### config.mk
export PLATFORM = sky130hd
export DESIGN_NAME = cpu_sfr_core
export DESIGN_NICKNAME = d
export VERILOG_FILES = /design/src/pkg/cpu_sfr_pkg.sv /design/src/core/alu_flag_gen.sv /design/src/core/cpu_sfr_core.sv
export SDC_FILE = /design/constraint.sdc
export NUM_CORES = 1
export LEC_CHECK = 0
export BUFFER_PORTS_ARGS = -buffer_cell sky130_fd_sc_hd__buf_2
export CAP_MARGIN = 20
export CORE_MARGIN = 2
export CORE_UTILIZATION = 25
export CTS_BUF_LIST = sky130_fd_sc_hd__clkbuf_4
export DETAILED_ROUTE_END_ITERATION = 16
export GPL_TIMING_DRIVEN = 0
export PLACE_DENSITY_LB_ADDON = 0.12
export SYNTH_ARGS = -nofsm -noshare
export SYNTH_HDL_FRONTEND = slang
export SYNTH_SLANG_ARGS = --single-unit
### constraint.sdc
create_clock -name i_clk -period 3.7 [get_ports i_clk]
set_clock_uncertainty 0.2 [all_clocks]
set_input_delay 0.37 -clock i_clk [delete_from_list [all_inputs] [get_ports i_clk]]
set_output_delay 0.37 -clock i_clk [all_outputs]
set_load 0.005 [all_outputs]
### src/pkg/cpu_sfr_pkg.sv
// shared constants and types of the core special-function register block
package cpu_sfr_pkg;

	// --------------------------------------------------------------------
	// special-function register addresses in the data memory
	// --------------------------------------------------------------------
	localparam logic [7:0] ADDR_BANK   = 8'h04;
	localparam logic [7:0] ADDR_ACC    = 8'h05;
	localparam logic [7:0] ADDR_PCL    = 8'h06;
	localparam logic [7:0] ADDR_TABLE_POINTER_LOW   = 8'h07;
	localparam logic [7:0] ADDR_TABLE_READ_HIGH_BYTE   = 8'h08;
	localparam logic [7:0] ADDR_TABLE_POINTER_HIGH   = 8'h09;
	localparam logic [7:0] ADDR_STATUS = 8'h0A;
	localparam logic [7:0] SFR_LAST    = 8'h7F;

	// --------------------------------------------------------------------
	// status fields and reset values
	// --------------------------------------------------------------------
	localparam int         BIT_CARRY   = 0;
	localparam int         BIT_HALF    = 1;
	localparam int         BIT_ZERO    = 2;
	localparam int         BIT_OVF     = 3;
	localparam int         BIT_SLEEP   = 4;
	localparam int         BIT_WDT     = 5;
	localparam logic [1:0] STATUS_TOP  = 2'h0;
	localparam logic [6:0] BANK_TOP    = 7'h00;
	localparam logic [3:0] ARITH_RESET = 4'h0;
	localparam logic [7:0] BYTE_RESET  = 8'h00;

	// flag update masks, bit order {ovf, zero, half, carry}
	localparam logic [3:0] FLAGS_ARITH = 4'hF;
	localparam logic [3:0] FLAGS_ZERO  = 4'h4;
	localparam logic [3:0] FLAGS_CARRY = 4'h1;
	localparam logic [3:0] FLAGS_NONE  = 4'h0;

	typedef enum logic [2:0] {
		OP_ADD  = 3'h0,
		OP_SUB  = 3'h1,
		OP_AND  = 3'h2,
		OP_OR   = 3'h3,
		OP_XOR  = 3'h4,
		OP_RLC  = 3'h5,
		OP_RRC  = 3'h6,
		OP_PASS = 3'h7
	} alu_op_t;

	typedef enum logic [0:0] {
		SEQ_RUN   = 1'h0,
		SEQ_DUMMY = 1'h1
	} seq_t;

endpackage

### src/core/alu_flag_gen.sv
// arithmetic result and flag generation for the special-function register block
`timescale 1ns/10ps
module alu_flag_gen #(
	parameter int WIDTH = 8
) (
	// operation
	input  wire cpu_sfr_pkg::alu_op_t i_op,
	input  wire logic [WIDTH-1:0]     i_a,
	input  wire logic [WIDTH-1:0]     i_b,
	input  wire logic                 i_carry,
	// result and flags
	output logic [WIDTH-1:0]          o_result,
	output logic [3:0]                o_flags,
	output logic [3:0]                o_flag_mask
);
	localparam int NIB = 4;

	if (WIDTH < 2 * NIB) begin : g_bad_width
		$error("alu_flag_gen needs WIDTH of at least 8");
	end

	logic [WIDTH:0]   sum;
	logic [WIDTH-1:0] bop;
	logic [WIDTH-1:0] lsum;
	logic [NIB:0]     low;
	logic             cin;
	logic             c_out;

	always_comb begin
		cin  = (i_op == cpu_sfr_pkg::OP_SUB);
		bop  = cin ? ~i_b : i_b;
		sum  = {1'b0, i_a} + {1'b0, bop} + {{WIDTH{1'b0}}, cin};
		low  = {1'b0, i_a[NIB-1:0]} + {1'b0, bop[NIB-1:0]} + {{NIB{1'b0}}, cin};
		lsum = {1'b0, i_a[WIDTH-2:0]} + {1'b0, bop[WIDTH-2:0]} + {{(WIDTH-1){1'b0}}, cin};
		// subtraction: carry out means no borrow took place
		c_out       = sum[WIDTH]; // RQ10
		o_result    = sum[WIDTH-1:0];
		o_flag_mask = cpu_sfr_pkg::FLAGS_ARITH;
		unique case (i_op)
			cpu_sfr_pkg::OP_ADD, cpu_sfr_pkg::OP_SUB: begin
			end
			cpu_sfr_pkg::OP_AND: begin
				o_result    = i_a & i_b;
				o_flag_mask = cpu_sfr_pkg::FLAGS_ZERO;
			end
			cpu_sfr_pkg::OP_OR: begin
				o_result    = i_a | i_b;
				o_flag_mask = cpu_sfr_pkg::FLAGS_ZERO;
			end
			cpu_sfr_pkg::OP_XOR: begin
				o_result    = i_a ^ i_b;
				o_flag_mask = cpu_sfr_pkg::FLAGS_ZERO;
			end
			cpu_sfr_pkg::OP_RLC: begin
				o_result    = {i_a[WIDTH-2:0], i_carry};
				c_out       = i_a[WIDTH-1]; // RQ10
				o_flag_mask = cpu_sfr_pkg::FLAGS_CARRY;
			end
			cpu_sfr_pkg::OP_RRC: begin
				o_result    = {i_carry, i_a[WIDTH-1:1]};
				c_out       = i_a[0]; // RQ10
				o_flag_mask = cpu_sfr_pkg::FLAGS_CARRY;
			end
			cpu_sfr_pkg::OP_PASS: begin
				o_result    = i_b;
				o_flag_mask = cpu_sfr_pkg::FLAGS_NONE;
			end
		endcase
		o_flags[cpu_sfr_pkg::BIT_CARRY] = c_out;
		o_flags[cpu_sfr_pkg::BIT_HALF]  = low[NIB]; // RQ11
		o_flags[cpu_sfr_pkg::BIT_ZERO]  = (o_result == '0); // RQ12
		o_flags[cpu_sfr_pkg::BIT_OVF]   = lsum[WIDTH-1] ^ sum[WIDTH]; // RQ13
	end

endmodule

### src/core/cpu_sfr_core.sv
// core special-function registers: bank select, accumulator, pcl, table and status
//
// Notes on behaviour
// (RQ1) bank bit zero picks indirect bank
// (RQ2) bank register bits seven to one read zero
// (RQ3) alu results land in the accumulator
// (RQ4) no register to register move, accumulator only
// (RQ5) pcl write jumps within current page
// (RQ6) pcl change inserts one dummy cycle
// (RQ7) table pointers form table address, software writable
// (RQ8) table read: high byte kept, low byte out
// (RQ9) status writes leave system flags untouched
// (RQ10) carry: add carry, no borrow, rotates
// (RQ11) half carry from low nibble
// (RQ12) zero flag follows result equal zero
// (RQ13) overflow: carry into msb xor out
// (RQ14) sleep flag: halt sets, clear or powerup clears
// (RQ15) watchdog flag: timeout sets, clear, halt, powerup clear
// (RQ16) status never pushed by calls or interrupts
// (RQ17) status top bits zero, system flags reset
// (RQ18) direct access always uses bank zero
// (RQ19) reset clears bank except sleeping watchdog reset
// (RQ20) explicit status write beats result flags
`timescale 1ns/10ps
module cpu_sfr_core #(
	parameter int WORD_WIDTH = 16
) (
	// clock and reset
	input  wire logic                    i_clk,
	input  wire logic                    i_rst_b,
	input  wire logic                    i_power_up,
	input  wire logic                    i_keep_bank,
	// special-function register access
	input  wire logic [7:0]              i_sfr_addr,
	input  wire logic                    i_sfr_wr,
	input  wire logic                    i_sfr_rd,
	input  wire logic [7:0]              i_pc_low,
	output logic [7:0]                   o_sfr_rdata,
	// alu operation
	input  wire logic                    i_alu_go,
	input  wire cpu_sfr_pkg::alu_op_t    i_alu_op,
	input  wire logic [7:0]              i_alu_operand,
	input  wire logic                    i_alu_to_sfr,
	output logic [7:0]                   o_acc,
	// system events
	input  wire logic                    i_halt,
	input  wire logic                    i_watchdog_clear_instruction,
	input  wire logic                    i_wdt_timeout,
	output logic [7:0]                   o_status,
	// data memory bank
	input  wire logic [7:0]              i_mem_addr,
	input  wire logic                    i_mem_indirect,
	output logic                         o_bank_sel,
	output logic                         o_mem_bank,
	output logic                         o_mem_is_sfr,
	// program counter
	output logic                         o_pc_jump,
	output logic [7:0]                   o_pc_target_low,
	output logic                         o_dummy_cycle,
	// table read
	input  wire logic                    i_tab_valid,
	input  wire logic [WORD_WIDTH-1:0]   i_tab_word,
	output logic [15:0]                  o_table_addr,
	output logic                         o_tab_low_we,
	output logic [7:0]                   o_tab_low_byte
);
	localparam int BYTE = 8;

	if (WORD_WIDTH < BYTE + 1 || WORD_WIDTH > 2 * BYTE) begin : g_bad_word
		$error("cpu_sfr_core needs WORD_WIDTH between 9 and 16");
	end

	typedef struct packed {
		logic                bank;
		logic [7:0]          acc;
		logic [7:0]          program_counter_low_byte;
		logic [7:0]          table_pointer_low;
		logic [7:0]          table_pointer_high;
		logic [7:0]          table_read_high_byte;
		logic [3:0]          arith;
		logic                wdt_flag;
		logic                sleep_flag;
		cpu_sfr_pkg::seq_t   seq;
		logic                pc_jump;
		logic [7:0]          rdata;
		logic                tab_we;
		logic [7:0]          tab_low;
	} state_t;

	state_t     s;
	state_t     next_s;
	logic [7:0] alu_res;
	logic [3:0] alu_flags;
	logic [3:0] alu_mask;
	logic       wr_any;
	logic [7:0] wr_data;

	// --------------------------------------------------------------------
	// alu
	// --------------------------------------------------------------------
	alu_flag_gen #(
		.WIDTH (BYTE)
	) u_alu (
		.i_op        (i_alu_op),
		.i_a         (s.acc),
		.i_b         (i_alu_operand),
		.i_carry     (s.arith[cpu_sfr_pkg::BIT_CARRY]),
		.o_result    (alu_res),
		.o_flags     (alu_flags),
		.o_flag_mask (alu_mask)
	);

	// writes carry either the accumulator or an alu result; no other
	// register feeds the write path, so a move always goes via the accumulator
	assign wr_any  = i_sfr_wr | (i_alu_go & i_alu_to_sfr);
	assign wr_data = i_alu_go ? alu_res : s.acc; // RQ4

	// --------------------------------------------------------------------
	// next state
	// --------------------------------------------------------------------
	always_comb begin
		next_s         = s;
		next_s.pc_jump = 1'b0;
		next_s.tab_we  = 1'b0;
		next_s.seq     = cpu_sfr_pkg::SEQ_RUN;

		if (i_alu_go) begin
			if (!i_alu_to_sfr) begin
				next_s.acc = alu_res; // RQ3
			end
			next_s.arith = (s.arith & ~alu_mask) | (alu_flags & alu_mask); // RQ10 RQ11 RQ12 RQ13
		end

		// explicit writes come after the flag update so they take effect
		if (wr_any) begin
			unique case (i_sfr_addr)
				cpu_sfr_pkg::ADDR_BANK: begin
					next_s.bank = wr_data[0]; // RQ1
				end
				cpu_sfr_pkg::ADDR_ACC: begin
					next_s.acc = wr_data;
				end
				cpu_sfr_pkg::ADDR_PCL: begin
					next_s.program_counter_low_byte     = wr_data; // RQ5
					next_s.pc_jump = 1'b1;
					next_s.seq     = cpu_sfr_pkg::SEQ_DUMMY; // RQ6
				end
				cpu_sfr_pkg::ADDR_TABLE_POINTER_LOW: begin
					next_s.table_pointer_low = wr_data; // RQ7
				end
				cpu_sfr_pkg::ADDR_TABLE_POINTER_HIGH: begin
					next_s.table_pointer_high = wr_data; // RQ7
				end
				cpu_sfr_pkg::ADDR_STATUS: begin
					next_s.arith = wr_data[3:0]; // RQ9 RQ20
				end
				default: begin
				end
			endcase
		end

		// system flags: a timeout in the same cycle as a clear still sets
		if (i_watchdog_clear_instruction) begin
			next_s.wdt_flag   = 1'b0; // RQ15
			next_s.sleep_flag = 1'b0; // RQ14
		end
		if (i_halt) begin
			next_s.wdt_flag   = 1'b0; // RQ15
			next_s.sleep_flag = 1'b1; // RQ14
		end
		if (i_wdt_timeout) begin
			next_s.wdt_flag = 1'b1; // RQ15
		end

		if (i_tab_valid) begin
			next_s.table_read_high_byte    = BYTE'(i_tab_word >> BYTE); // RQ8
			next_s.tab_low = i_tab_word[BYTE-1:0];
			next_s.tab_we  = 1'b1;
		end

		if (i_sfr_rd) begin
			unique case (i_sfr_addr)
				cpu_sfr_pkg::ADDR_BANK:   next_s.rdata = {cpu_sfr_pkg::BANK_TOP, s.bank}; // RQ2
				cpu_sfr_pkg::ADDR_ACC:    next_s.rdata = s.acc;
				cpu_sfr_pkg::ADDR_PCL:    next_s.rdata = i_pc_low;
				cpu_sfr_pkg::ADDR_TABLE_POINTER_LOW:   next_s.rdata = s.table_pointer_low;
				cpu_sfr_pkg::ADDR_TABLE_POINTER_HIGH:   next_s.rdata = s.table_pointer_high;
				cpu_sfr_pkg::ADDR_TABLE_READ_HIGH_BYTE:   next_s.rdata = s.table_read_high_byte;
				cpu_sfr_pkg::ADDR_STATUS: next_s.rdata = o_status;
				default:                  next_s.rdata = cpu_sfr_pkg::BYTE_RESET;
			endcase
		end

		if (!i_rst_b) begin
			next_s.bank    = i_keep_bank ? s.bank : 1'b0; // RQ19
			next_s.acc     = cpu_sfr_pkg::BYTE_RESET;
			next_s.program_counter_low_byte     = cpu_sfr_pkg::BYTE_RESET;
			next_s.table_pointer_low    = cpu_sfr_pkg::BYTE_RESET;
			next_s.table_pointer_high    = cpu_sfr_pkg::BYTE_RESET;
			next_s.table_read_high_byte    = cpu_sfr_pkg::BYTE_RESET;
			next_s.arith   = cpu_sfr_pkg::ARITH_RESET;
			next_s.seq     = cpu_sfr_pkg::SEQ_RUN;
			next_s.pc_jump = 1'b0;
			next_s.rdata   = cpu_sfr_pkg::BYTE_RESET;
			next_s.tab_we  = 1'b0;
			next_s.tab_low = cpu_sfr_pkg::BYTE_RESET;
			// other resets keep the system flags so software can see the cause
			next_s.wdt_flag   = i_power_up ? 1'b0 : s.wdt_flag; // RQ17
			next_s.sleep_flag = i_power_up ? 1'b0 : s.sleep_flag; // RQ17
		end
	end

	always_ff @(posedge i_clk) begin
		s <= next_s;
	end

	// --------------------------------------------------------------------
	// outputs
	// --------------------------------------------------------------------
	// status is only offered for reads; calls and interrupts never stack it
	assign o_status = {cpu_sfr_pkg::STATUS_TOP, s.wdt_flag, s.sleep_flag, s.arith}; // RQ16 RQ17

	assign o_mem_is_sfr    = (i_mem_addr <= cpu_sfr_pkg::SFR_LAST);
	assign o_mem_bank      = i_mem_indirect & s.bank; // RQ1 RQ18
	assign o_bank_sel      = s.bank;
	assign o_acc           = s.acc;
	assign o_sfr_rdata     = s.rdata;
	assign o_pc_jump       = s.pc_jump;
	assign o_pc_target_low = s.program_counter_low_byte; // RQ5
	assign o_dummy_cycle   = (s.seq == cpu_sfr_pkg::SEQ_DUMMY); // RQ6
	assign o_table_addr    = {s.table_pointer_high, s.table_pointer_low}; // RQ7
	assign o_tab_low_we    = s.tab_we; // RQ8
	assign o_tab_low_byte  = s.tab_low;

	logic wr_pcl;
	logic wr_stat;
	assign wr_pcl  = wr_any && i_sfr_addr == cpu_sfr_pkg::ADDR_PCL;
	assign wr_stat = wr_any && i_sfr_addr == cpu_sfr_pkg::ADDR_STATUS;
endmodule

==> results.ini, run 1 <==
[drt]
vias = 4493
ant_nets = 0
drt-total-wl_mm = 16.2
wl_per_cell_um = 17.0
drcViolationCount = 0
drtIter0Drc = 301
detail_route.vias_per_cell = 4.72
drtPass1Iterations = 5

[yosys]
ys_async_sr_fraction_pct = 0
synth_edf_count = 3
ys_warn_count = 0
ys_types = 64
ys_seq_elements = 65
netlist_instances = 573
synth_area_leaders = dfxtp_1 26%, buf_4 9.1%, mux2i_1 8.3%, ha_1 6.4%, nor2_1 5.1%
ys_seq_area_share_pct = 28.3
avgSynthCellArea_um2 = 8.20
synth_top_area_share_pct = 26.4
synth_top_flop_cell = dfxtp_1
synth_largest_area_cell = dfxtp_1
syn-cell-area_um2 = 4700

[placed_design]
dp.cells = 921
place_congestion = 0.879
io_buffers = 113
placed_cell_area_um2 = 5560
dp_slack_ns = -0.838
hpwl_mm = 12.6

[min_path]
min-delay-path-class = in -> reg
holdPathEnd = o_status[4]$_SDFFCE_PN0P_
hold_path_depth = 2
min_from = i_halt

[grt]
grt_max_degree = 12
grt_pass1_wl_mm = 25.1
antenna_found_initial = 0
grt_pass1_vias = 4535
gr-total-overflow = 0
track_usage_pct = 16.3

[clock_tree]
clock_latency_ns = 0.43
clockBufferDepth = 2
cts_made_buffers = 9
path_clk_slew_ns = 0.11
post_cts_buffers = 0
ctsHtreeMaxLevel = 3
root_buffer = clkbuf_4
cts_tree = built
cts.sinks = 65

[worst_setup_path]
path_max_fanout = 10
cp_cell_sequence = buf_2 > clkbuf_1 > nor2_4 > and2_2 > xnor2_1 > ha_1 > nand2_1 > or4_4 > and2_1 > a211oi_1 > mux2i_1 > a21oi_1
critPathArrivalTime_ns = 3.61
crit_slowest_cell = or4_4
reg2regPathDepth = 7
required_ns = 3.87
regToRegStartpoint = o_acc[2]$_SDFF_PN0_
rr_endpoint = o_pc_target_low[3]$_SDFFE_PN0P_
max_stage_delay_ns = 0.47
start_kind = input pin
endpoint_kind = flip-flop
r2r_slack_ns = 0.74
critical_path_class = in -> reg

[pwr]
peakVddDrop_mv = 0.157
leakage_nw = 2.70
p_per_area_nw_per_um2 = 280

[sta]
slew_violations = 0
rsz0062_at_grt = false
setup_violations = 0
min_period_over_period_pct = 93.1
max_freq_mhz = 290
finalWorstSetupSlack_ns = 0.256
finalHoldViolCount = 0
relSlewSlack_pct = 51.7
min_period_ns = 3.44
worst_pin_slew_ns = 0.725

[final_layout]
ff_latch_area_um2 = 1330
final_cells = 952
multi_input_area_um2 = 2720
final_layout_size_suffix_gt1_share_pct = 29.4
diodes = 0
n_fill_cell = 1971
syn2layout_area_growth_pct = 24.7
final_nets = 802
final_area_um2 = 5860

[floorplanning]
start_util_pct = 25.3
dieArea_um2 = 19900
core_area_um2 = 18600
ios = 126
fp-row-count = 50
die_width_um = 141
die_h_um = 141

[status]
status = finished clean

[run]
maxCapViolCount = 0

==> sequential cells by signal, indices dropped and copies added, names as in the netlist <==
signal and count:
o_table_addr 16, o_acc 8, o_pc_target_low 8, o_sfr_rdata 8
o_tab_low_byte 8, s 8, o_status 6, o_bank_sel 1
o_dummy_cycle 1, o_tab_low_we 1
==> cell families after synthesis <==
logic type | synth area share, %
buffers and inverters | 14.1
XOR/XNOR | 1.86
AO/OA/AOI/OAI | 17.9
other | 0.0798
AND/OR/NAND/NOR | 18.8
flip-flops | 28.3
adder cells (fa/ha/maj) | 6.81
multiplexers | 12.1
==> cell usage in the layout (no fill, tap or decap), types with 3 or more instances in the layout <==
cell	synthesis	routed
edfxtp_1	3	3
inv_1	27	27
nor2b_1	15	15
nor3b_1	3	3
or3_1	7	7
ha_1	24	24
a21oi_1	46	46
buf_4	57	57
nor2_1	64	63
o32ai_1	3	3
clkbuf_1	22	21
and3_1	7	7
and2_1	8	7
nand3b_1	3	3
mux2_2	9	9
a211oi_1	17	17
o22ai_1	8	8
clkbuf_4	0	10
a22oi_1	7	7
a31oi_1	5	5
dfxtp_1	62	62
nand2_1	33	33
mux2i_1	39	39
o21ai_0	16	16
a32o_1	4	4
nand3_1	8	8
buf_1	4	4
buf_2	5	118
nor3_1	5	5
xnor2_1	9	9
nand2b_1	9	9
or4_1	3	3
dlygate4sd3_1	0	16
==> cells in the mapped netlist (3+ instances only) <==
cell,instances
nor2_1,64
dfxtp_1,62
buf_4,57
a21oi_1,46
mux2i_1,39
nand2_1,33
inv_1,27
ha_1,24
clkbuf_1,22
a211oi_1,17
o21ai_0,16
nor2b_1,15
mux2_2,9
nand2b_1,9
xnor2_1,9
and2_1,8
nand3_1,8
o22ai_1,8
a22oi_1,7
and3_1,7
or3_1,7
a31oi_1,5
buf_2,5
nor3_1,5
a32o_1,4
buf_1,4
edfxtp_1,3
nand3b_1,3
nor3b_1,3
o32ai_1,3
or4_1,3
==> worst max-delay path: cells and delay by family <==
kind / cells / cell delay [ns]
AOI/OAI and AO/OA: 2 / 0.67
and+or+nand+nor: 5 / 1.19
buffers and inverters: 2 / 0.53
adders and majority gates: 1 / 0.33
xor gates and xnor gates: 1 / 0.18
muxes: 1 / 0.33
==> what timing repair did <==
action | in CTS | in global routing
hold buffers | 16 | 0
endpoints found under the setup margin | 23 | 6
hold endpoints to repair | 16 | 0
resized for setup | 2 | 1
==> how the worst max path moves through the flow <==
| stage | cells after the start | slack, ns | from | to |
|---|---|---|---|---|
| after detailed placement | 13 | -0.84 | i_alu_op[2] | o_status[2]$_SDFF_PN0_ |
| after global routing | 12 | 0.08 | i_alu_op[1] | o_pc_target_low[3]$_SDFFE_PN0P_ |
| final | 12 | 0.26 | i_alu_op[2] | o_pc_target_low[3]$_SDFFE_PN0P_ |
| after floorplan | 12 | 0.08 | i_alu_op[1] | o_acc[7]$_SDFF_PN0_ |
| after CTS | 12 | 0.18 | i_alu_op[1] | o_status[2]$_SDFF_PN0_ |
| after global placement | 13 | -0.88 | i_alu_op[2] | o_status[2]$_SDFF_PN0_ |
==> per-layer routing <==
metal	global-route usage, %	wire, um	up-vias
li1	-	-	2235
met1	22.0	7660	2131
met2	27.0	7520	107
met3	3.09	715	20
met4	3.89	265	0
met5	0	0	-
==> power breakdown <==
group	switching [W]	internal, W	total [W]
Clock	0.000277	0.000209	0.000485
Sequential	0.0000304	0.000727	0.000757
Combinational	0.000225	0.000176	0.000401
Total	0.000532	0.00111	0.00164
==> stage by stage <==
| step | hold WS, ns | utilization (%) | power (W) | TNS [ns] |
|---|---|---|---|---|
| after global routing | 0.0174 | 31.5 | 0.00174 | 0 |
| final | 0.0347 | 31.5 | 0.00164 | 0 |
| after global placement | 0.254 | 29.9 | 0.00116 | -18.11 |
| after detailed placement | 0.253 | 29.9 | 0.00116 | -17.22 |
| after CTS | 0.00543 | 31.5 | 0.00166 | 0 |
| after floorplan | 0.232 | - | 0.00101 | 0 |
==> cell type report <==
class | count | area share (%)
multi-input cells | 393 | 46.4
flip-flops and latches | 65 | 22.7
repair buffers | 129 | 12.4
plain buffers | 88 | 9.52
well taps | 234 | 4.99
inverters | 27 | 1.73
clock buffers | 10 | 1.28
clock inverters | 6 | 1.00
No activity file was read; power rests on OpenSTA's default activity.
==> run 2, diff against run 1 <==
--- a/config.mk
+++ b/config.mk
@@ -13,6 +13,7 @@
 export DETAILED_ROUTE_END_ITERATION = 16
 export GPL_TIMING_DRIVEN = 0
 export PLACE_DENSITY_LB_ADDON = 0.12
+export RECOVER_POWER = 25
 export SYNTH_ARGS = -nofsm -noshare
 export SYNTH_HDL_FRONTEND = slang
 export SYNTH_SLANG_ARGS = --single-unit
==> results.ini, run 2 (synthesized netlist as in run 1, its figures left out) <==
[status]
status = finished clean

[sta]
min_period_ns = 3.45  ; +0.00502 ns
whs_ns = 0.0373  ; +0.00253 ns
max_freq_mhz = 290  ; -0.15%
rsz0062_at_grt = false
worst_pin_slew_ns = 0.719  ; -0.00601 ns
finalHoldViolCount = 0  ; unchanged
min_period_over_period_pct = 93.2  ; +0.14 points
slew_violations = 0  ; unchanged
setup_violations = 0  ; unchanged
relSlewSlack_pct = 52.1  ; +0.40 points

[final_layout]
final_layout_size_suffix_gt1_share_pct = 28.8  ; -0.56 points
n_fill_cell = 1975  ; +0.20%
final_cells = 952  ; unchanged
largest_reg_flops = 16  ; unchanged
layout_commonest_cell = buf_2
final_cell_mix = 114 x buf_2, 63 x nor2_1, 62 x dfxtp_1, 46 x a21oi_1, 43 x buf_4
fin_util_pct = 31.5  ; about the same
diodes = 0  ; unchanged
final_area_um2 = 5860  ; about the same
multi_input_area_um2 = 2720  ; unchanged
ff_latch_area_um2 = 1330  ; unchanged
final_nets = 802  ; unchanged
syn2layout_area_growth_pct = 24.6  ; about the same

[drt]
drtIter0Drc = 341  ; +13%
wl_met2_mm = 7.54  ; +0.15%
vias = 4490  ; -0.067%
drt-total-wl_mm = 16.1  ; -0.54%
wl_met1_mm = 7.61  ; -0.76%
wl_per_cell_um = 16.9  ; -0.54%
detail_route.vias_per_cell = 4.72  ; about the same
ant_nets = 0  ; unchanged
wl_met3_um = 708  ; -0.98%
routed.top_layer = met4
drcViolationCount = 0  ; unchanged
drtPass1Iterations = 5  ; unchanged

[clock_tree]
root_buffer = clkbuf_4
cts_tree = built
clock_latency_ns = 0.43  ; about the same
ctsHtreeMaxLevel = 3  ; unchanged
path_clk_slew_ns = 0.11  ; about the same
post_cts_buffers = 0  ; unchanged
cts_made_buffers = 9  ; unchanged
clockBufferDepth = 2  ; unchanged
cts.sinks = 65  ; unchanged

[floorplanning]
core_area_um2 = 18600  ; unchanged
fp-row-count = 50  ; unchanged
die_h_um = 141  ; unchanged
start_util_pct = 25.3  ; unchanged
dieArea_um2 = 19900  ; unchanged
ios = 126  ; unchanged
die_width_um = 141  ; unchanged

[pwr]
leakage_nw = 2.68  ; -0.90%
p_per_area_nw_per_um2 = 280  ; about the same
peakVddDrop_mv = 0.158  ; +0.47%
power_w = 0.00164  ; about the same

[grt]
gr-total-overflow = 0  ; unchanged
grt_max_degree = 12  ; unchanged
grt_pass1_vias = 4535  ; unchanged
track_usage_pct = 16.3  ; unchanged
antenna_found_initial = 0  ; unchanged
grt_pass1_wl_mm = 25.1  ; unchanged

[placed_design]
io_buffers = 113  ; unchanged
place_congestion = 0.879  ; unchanged
hpwl_mm = 12.6  ; unchanged
placed_cell_area_um2 = 5560  ; unchanged
dp.cells = 921  ; unchanged

[min_path]
min-delay-path-class = in -> reg

[worst_setup_path]
endpoint_kind = flip-flop
cp_cell_sequence = buf_2 > clkbuf_1 > nor2_4 > and2_2 > xnor2_1 > ha_1 > nand2_1 > or4_4 > and2_1 > a211oi_1 > mux2i_1 > a21oi_1
crit_slowest_cell = a211oi_1
critical_path_class = in -> reg
path_buf_inv = 2  ; unchanged
start_kind = input pin
max_stage_delay_ns = 0.47  ; about the same
critPathArrivalTime_ns = 3.62  ; about the same
path_max_fanout = 10  ; unchanged
required_ns = 3.87  ; about the same
critPathTopFamily = simple AND/OR/NAND/NOR gates

[run]
maxCapViolCount = 0  ; unchanged

-- run 2: cell types whose count changed in the layout (fill, tap and decap cells not counted), sizes merged --
cell	before	now
clkbuf	31	49
buf	180	162
-- run 2: stage by stage --
stage | TNS [ns] | setup slack, ns
floorplan | 0 | 0.0789
global placement | -18.11 | -0.877
detailed placement | -17.22 | -0.838
CTS | 0 | 0.184
global route | 0 | 0.0787
finish | 0 | 0.251
-- run 2: where the power goes --
| part | total, W | switching, W | internal, W |
|---|---|---|---|
| logic | 0.000401 | 0.000225 | 0.000176 |
| registers | 0.000757 | 0.0000302 | 0.000727 |
| clock network | 0.000485 | 0.000276 | 0.000209 |
-- run 2: worst paths after layout --
path,to,slack (ns),from,cells past startpoint
worst min-delay path,o_status[4]$_SDFFCE_PN0P_,0.04,i_halt,2
worst max register to register,o_pc_target_low[3]$_SDFFE_PN0P_,0.72,o_acc[2]$_SDFF_PN0_,7
worst max-delay path,o_pc_target_low[3]$_SDFFE_PN0P_,0.25,i_alu_op[2],12
worst min register to register,o_pc_target_low[7]$_SDFFE_PN0P_,0.27,o_pc_target_low[7]$_SDFFE_PN0P_,2
-- run 2: area by class of cell --
| class | count | area share (%) |
|---|---|---|
| sequential | 65 | 22.7 |
| multi-input combinational | 393 | 46.4 |
| inverter | 27 | 1.73 |
| clock inverter | 6 | 1.00 |
| tap | 234 | 5.00 |
| clock buffer | 10 | 1.28 |
| buffer | 88 | 9.53 |
| timing repair buffer | 129 | 12.3 |
-- run 2: what timing repair did --
item / CTS / global route
hold endpoints to repair: 16 / 0
setup endpoints to repair: 23 / 6
gates resized for setup: 2 / 1
hold buffers: 16 / 0
-- run 2: routing by layer --
| metal | vias up | global-route usage, % |
|---|---|---|
| met5 | - | 0 |
| met4 | 0 | 3.89 |
| met3 | 18 | 3.09 |
| met2 | 110 | 27.0 |
| met1 | 2129 | 22.0 |
| li1 | 2233 | - |
==> run 3, diff against run 2 <==
--- a/config.mk
+++ b/config.mk
@@ -8,12 +8,13 @@
 export BUFFER_PORTS_ARGS = -buffer_cell sky130_fd_sc_hd__buf_2
 export CAP_MARGIN = 20
 export CORE_MARGIN = 2
-export CORE_UTILIZATION = 25
+export CORE_UTILIZATION = 27
 export CTS_BUF_LIST = sky130_fd_sc_hd__clkbuf_4
 export DETAILED_ROUTE_END_ITERATION = 16
 export GPL_TIMING_DRIVEN = 0
 export PLACE_DENSITY_LB_ADDON = 0.12
 export RECOVER_POWER = 25
+export SKIP_CTS_REPAIR_TIMING = 1
 export SYNTH_ARGS = -nofsm -noshare
 export SYNTH_HDL_FRONTEND = slang
 export SYNTH_SLANG_ARGS = --single-unit
==> results.ini, run 3 (synthesized netlist as in run 1, its figures left out) <==
[drt]
detail_route.vias_per_cell = 4.79  ; +1.5%
drcViolationCount = 0  ; unchanged
vias = 4511  ; +0.47%
drt-total-wl_mm = 15.9  ; -1.2%
drtIter0Drc = 239  ; -30%
ant_nets = 0  ; unchanged
drtPass1Iterations = 5  ; unchanged
wl_per_cell_um = 16.9  ; -0.13%

[run]
maxCapViolCount = 0  ; unchanged

[sta]
finalHoldViolCount = 0  ; unchanged
setup_violations = 0  ; unchanged
min_period_over_period_pct = 94.8  ; +1.6 points
rsz0062_at_grt = false
relSlewSlack_pct = 51.9  ; -0.22 points
worst_pin_slew_ns = 0.702  ; -0.0167 ns
max_freq_mhz = 285  ; -1.7%
min_period_ns = 3.51  ; +0.0580 ns
slew_violations = 0  ; unchanged

[final_layout]
final_nets = 801  ; -0.12%
final_layout_size_suffix_gt1_share_pct = 29.0  ; +0.18 points
final_cell_mix = 114 x buf_2, 63 x nor2_1, 62 x dfxtp_1, 46 x a21oi_1, 42 x buf_4
final_cells = 942  ; -1.1%
ff_latch_area_um2 = 1330  ; unchanged
n_fill_cell = 1907  ; -3.4%
multi_input_area_um2 = 2720  ; unchanged
final_area_um2 = 5860  ; +0.13%
syn2layout_area_growth_pct = 24.8
diodes = 0  ; unchanged
largest_reg_flops = 16  ; unchanged
layout_commonest_cell = buf_2

[worst_setup_path]
rr_endpoint = o_status[3]$_SDFF_PN0_
r2r_slack_ns = 0.75  ; +0.03 ns
critical_path_class = in -> reg
path_max_fanout = 10  ; unchanged
required_ns = 3.82  ; -0.05 ns
critPathTopFamily = simple AND/OR/NAND/NOR gates
crit_slowest_cell = or4_4
cp_cell_sequence = buf_2 > clkbuf_1 > nor2_4 > and2_2 > xnor2_1 > ha_1 > nand2_1 > or4_4 > and2_1 > a211oi_1 > mux2i_1 > o32ai_1
reg2regPathDepth = 7  ; unchanged
endpoint_kind = flip-flop
max_stage_delay_ns = 0.46  ; about the same
regToRegStartpoint = o_acc[2]$_SDFF_PN0_
path_buf_inv = 2  ; unchanged
critPathArrivalTime_ns = 3.63  ; about the same
start_kind = input pin

[min_path]
min-delay-path-class = in -> reg
holdPathEnd = o_tab_low_byte[7]$_SDFFE_PN0P_
hold_path_depth = 3  ; +1
min_from = i_tab_word[7]

[clock_tree]
ctsHtreeMaxLevel = 3  ; unchanged
root_buffer = clkbuf_4
clockBufferDepth = 2  ; unchanged
clock_latency_ns = 0.42  ; about the same
cts_made_buffers = 9  ; unchanged
cts_tree = built
path_clk_slew_ns = 0.11  ; about the same
cts.sinks = 65  ; unchanged

[pwr]
combPwrFrac_pct = 23.5  ; -0.9 points
p_per_area_nw_per_um2 = 291  ; +3.6%
clock_power_share_pct = 32.1  ; +2.6 points
power_w = 0.00170  ; +3.8%
p_switching_w = 0.000530  ; -0.37%
p_seq_share_pct = 44.4  ; -1.7 points
swShare_pct = 31.1  ; -1.3 points
p_int_w = 0.00118  ; +5.8%
leakage_nw = 2.69  ; +0.45%
peakVddDrop_mv = 0.155  ; -1.9%

[floorplanning]
ios = 126  ; unchanged
dieArea_um2 = 18500  ; -7.2%
core_area_um2 = 17200  ; -7.6%
die_width_um = 136  ; -3.7%
die_h_um = 136  ; -3.7%
fp-row-count = 48  ; -4.0%
start_util_pct = 27.4  ; +2.1 points

[placed_design]
place_congestion = 0.865  ; -1.6%
dp.cells = 912  ; -0.98%
hpwl_mm = 12.4  ; -1.5%
io_buffers = 113  ; unchanged
placed_cell_area_um2 = 5550  ; -0.20%

[grt]
track_usage_pct = 17.2  ; +0.90 points
gr-total-overflow = 0  ; unchanged
grt_max_degree = 13  ; +1
grt_pass1_vias = 4278  ; -5.7%
antenna_found_initial = 0  ; unchanged
grt_pass1_wl_mm = 24.2  ; -3.6%

[status]
status = finished clean

## run 3: changes by cell type in the layout (fill, tap and decap cells not counted)
cell,before,now
and2_0,2,1
clkinvlp_4,2,1
clkinv_4,0,2
clkinv_1,1,0
buf_4,43,42
bufinv_16,1,2
and2_1,6,7
dlygate4sd3_1,16,15
## run 3: how the worst max path moves through the flow
stage                            from                              end  slack, ns  cells after the start
final                     i_alu_op[2]           o_status[3]$_SDFF_PN0_       0.19                     12
after global routing      i_alu_op[2]           o_status[3]$_SDFF_PN0_       0.04                     12
after CTS                 i_alu_op[2]           o_status[3]$_SDFF_PN0_      -0.43                     13
after detailed placement  i_alu_op[2]  o_pc_target_low[3]$_SDFFE_PN0P_      -0.90                     13
after global placement    i_alu_op[2]           o_status[2]$_SDFF_PN0_      -0.88                     13
after floorplan           i_alu_op[1]              o_acc[7]$_SDFF_PN0_       0.08                     12
## run 3: power groups by stage
stage / Clock (W) / Sequential [W] / Combinational, W
after global routing: 0.000596 / 0.000761 / 0.000443
final: 0.000548 / 0.000757 / 0.000400
after CTS: 0.000569 / 0.000758 / 0.000389
after global placement: 0 / 0.000773 / 0.000383
after floorplan: 0 / 0.000758 / 0.000253
after detailed placement: 0 / 0.000774 / 0.000386
## run 3: per-layer routing
layer / global-route usage (%) / routed length, um / up-vias
met5: 0 / 0 / -
met4: 3.82 / 197 / 0
met3: 2.95 / 668 / 14
met2: 27.1 / 7250 / 107
met1: 24.6 / 7770 / 2149
li1: - / - / 2241
## run 3: area by class of cell
type | count | area share [%]
flip-flops and latches | 65 | 22.7
multi-input cells | 393 | 46.4
plain buffers | 88 | 9.52
inverters | 27 | 1.73
repair buffers | 128 | 12.1
clock inverters | 7 | 1.62
well taps | 225 | 4.80
clock buffers | 9 | 1.15
## run 3: stage by stage
step                      hold slack, ns  setup WS, ns  setup TNS [ns]  utilization, %
after floorplan                    0.232        0.0789               0               -
after global placement             0.251        -0.876          -18.12            32.3
after detailed placement           0.263        -0.896          -18.05            32.3
after CTS                        -0.0721        -0.434           -5.05            33.3
after global routing             0.00295        0.0368               0            34.1
final                            0.00256         0.193               0            34.1
## run 3: worst min-delay path, cell delays in order
cell and delay (ns):
buf_2 0.08, mux2i_1 0.06, nor2_1 0.08
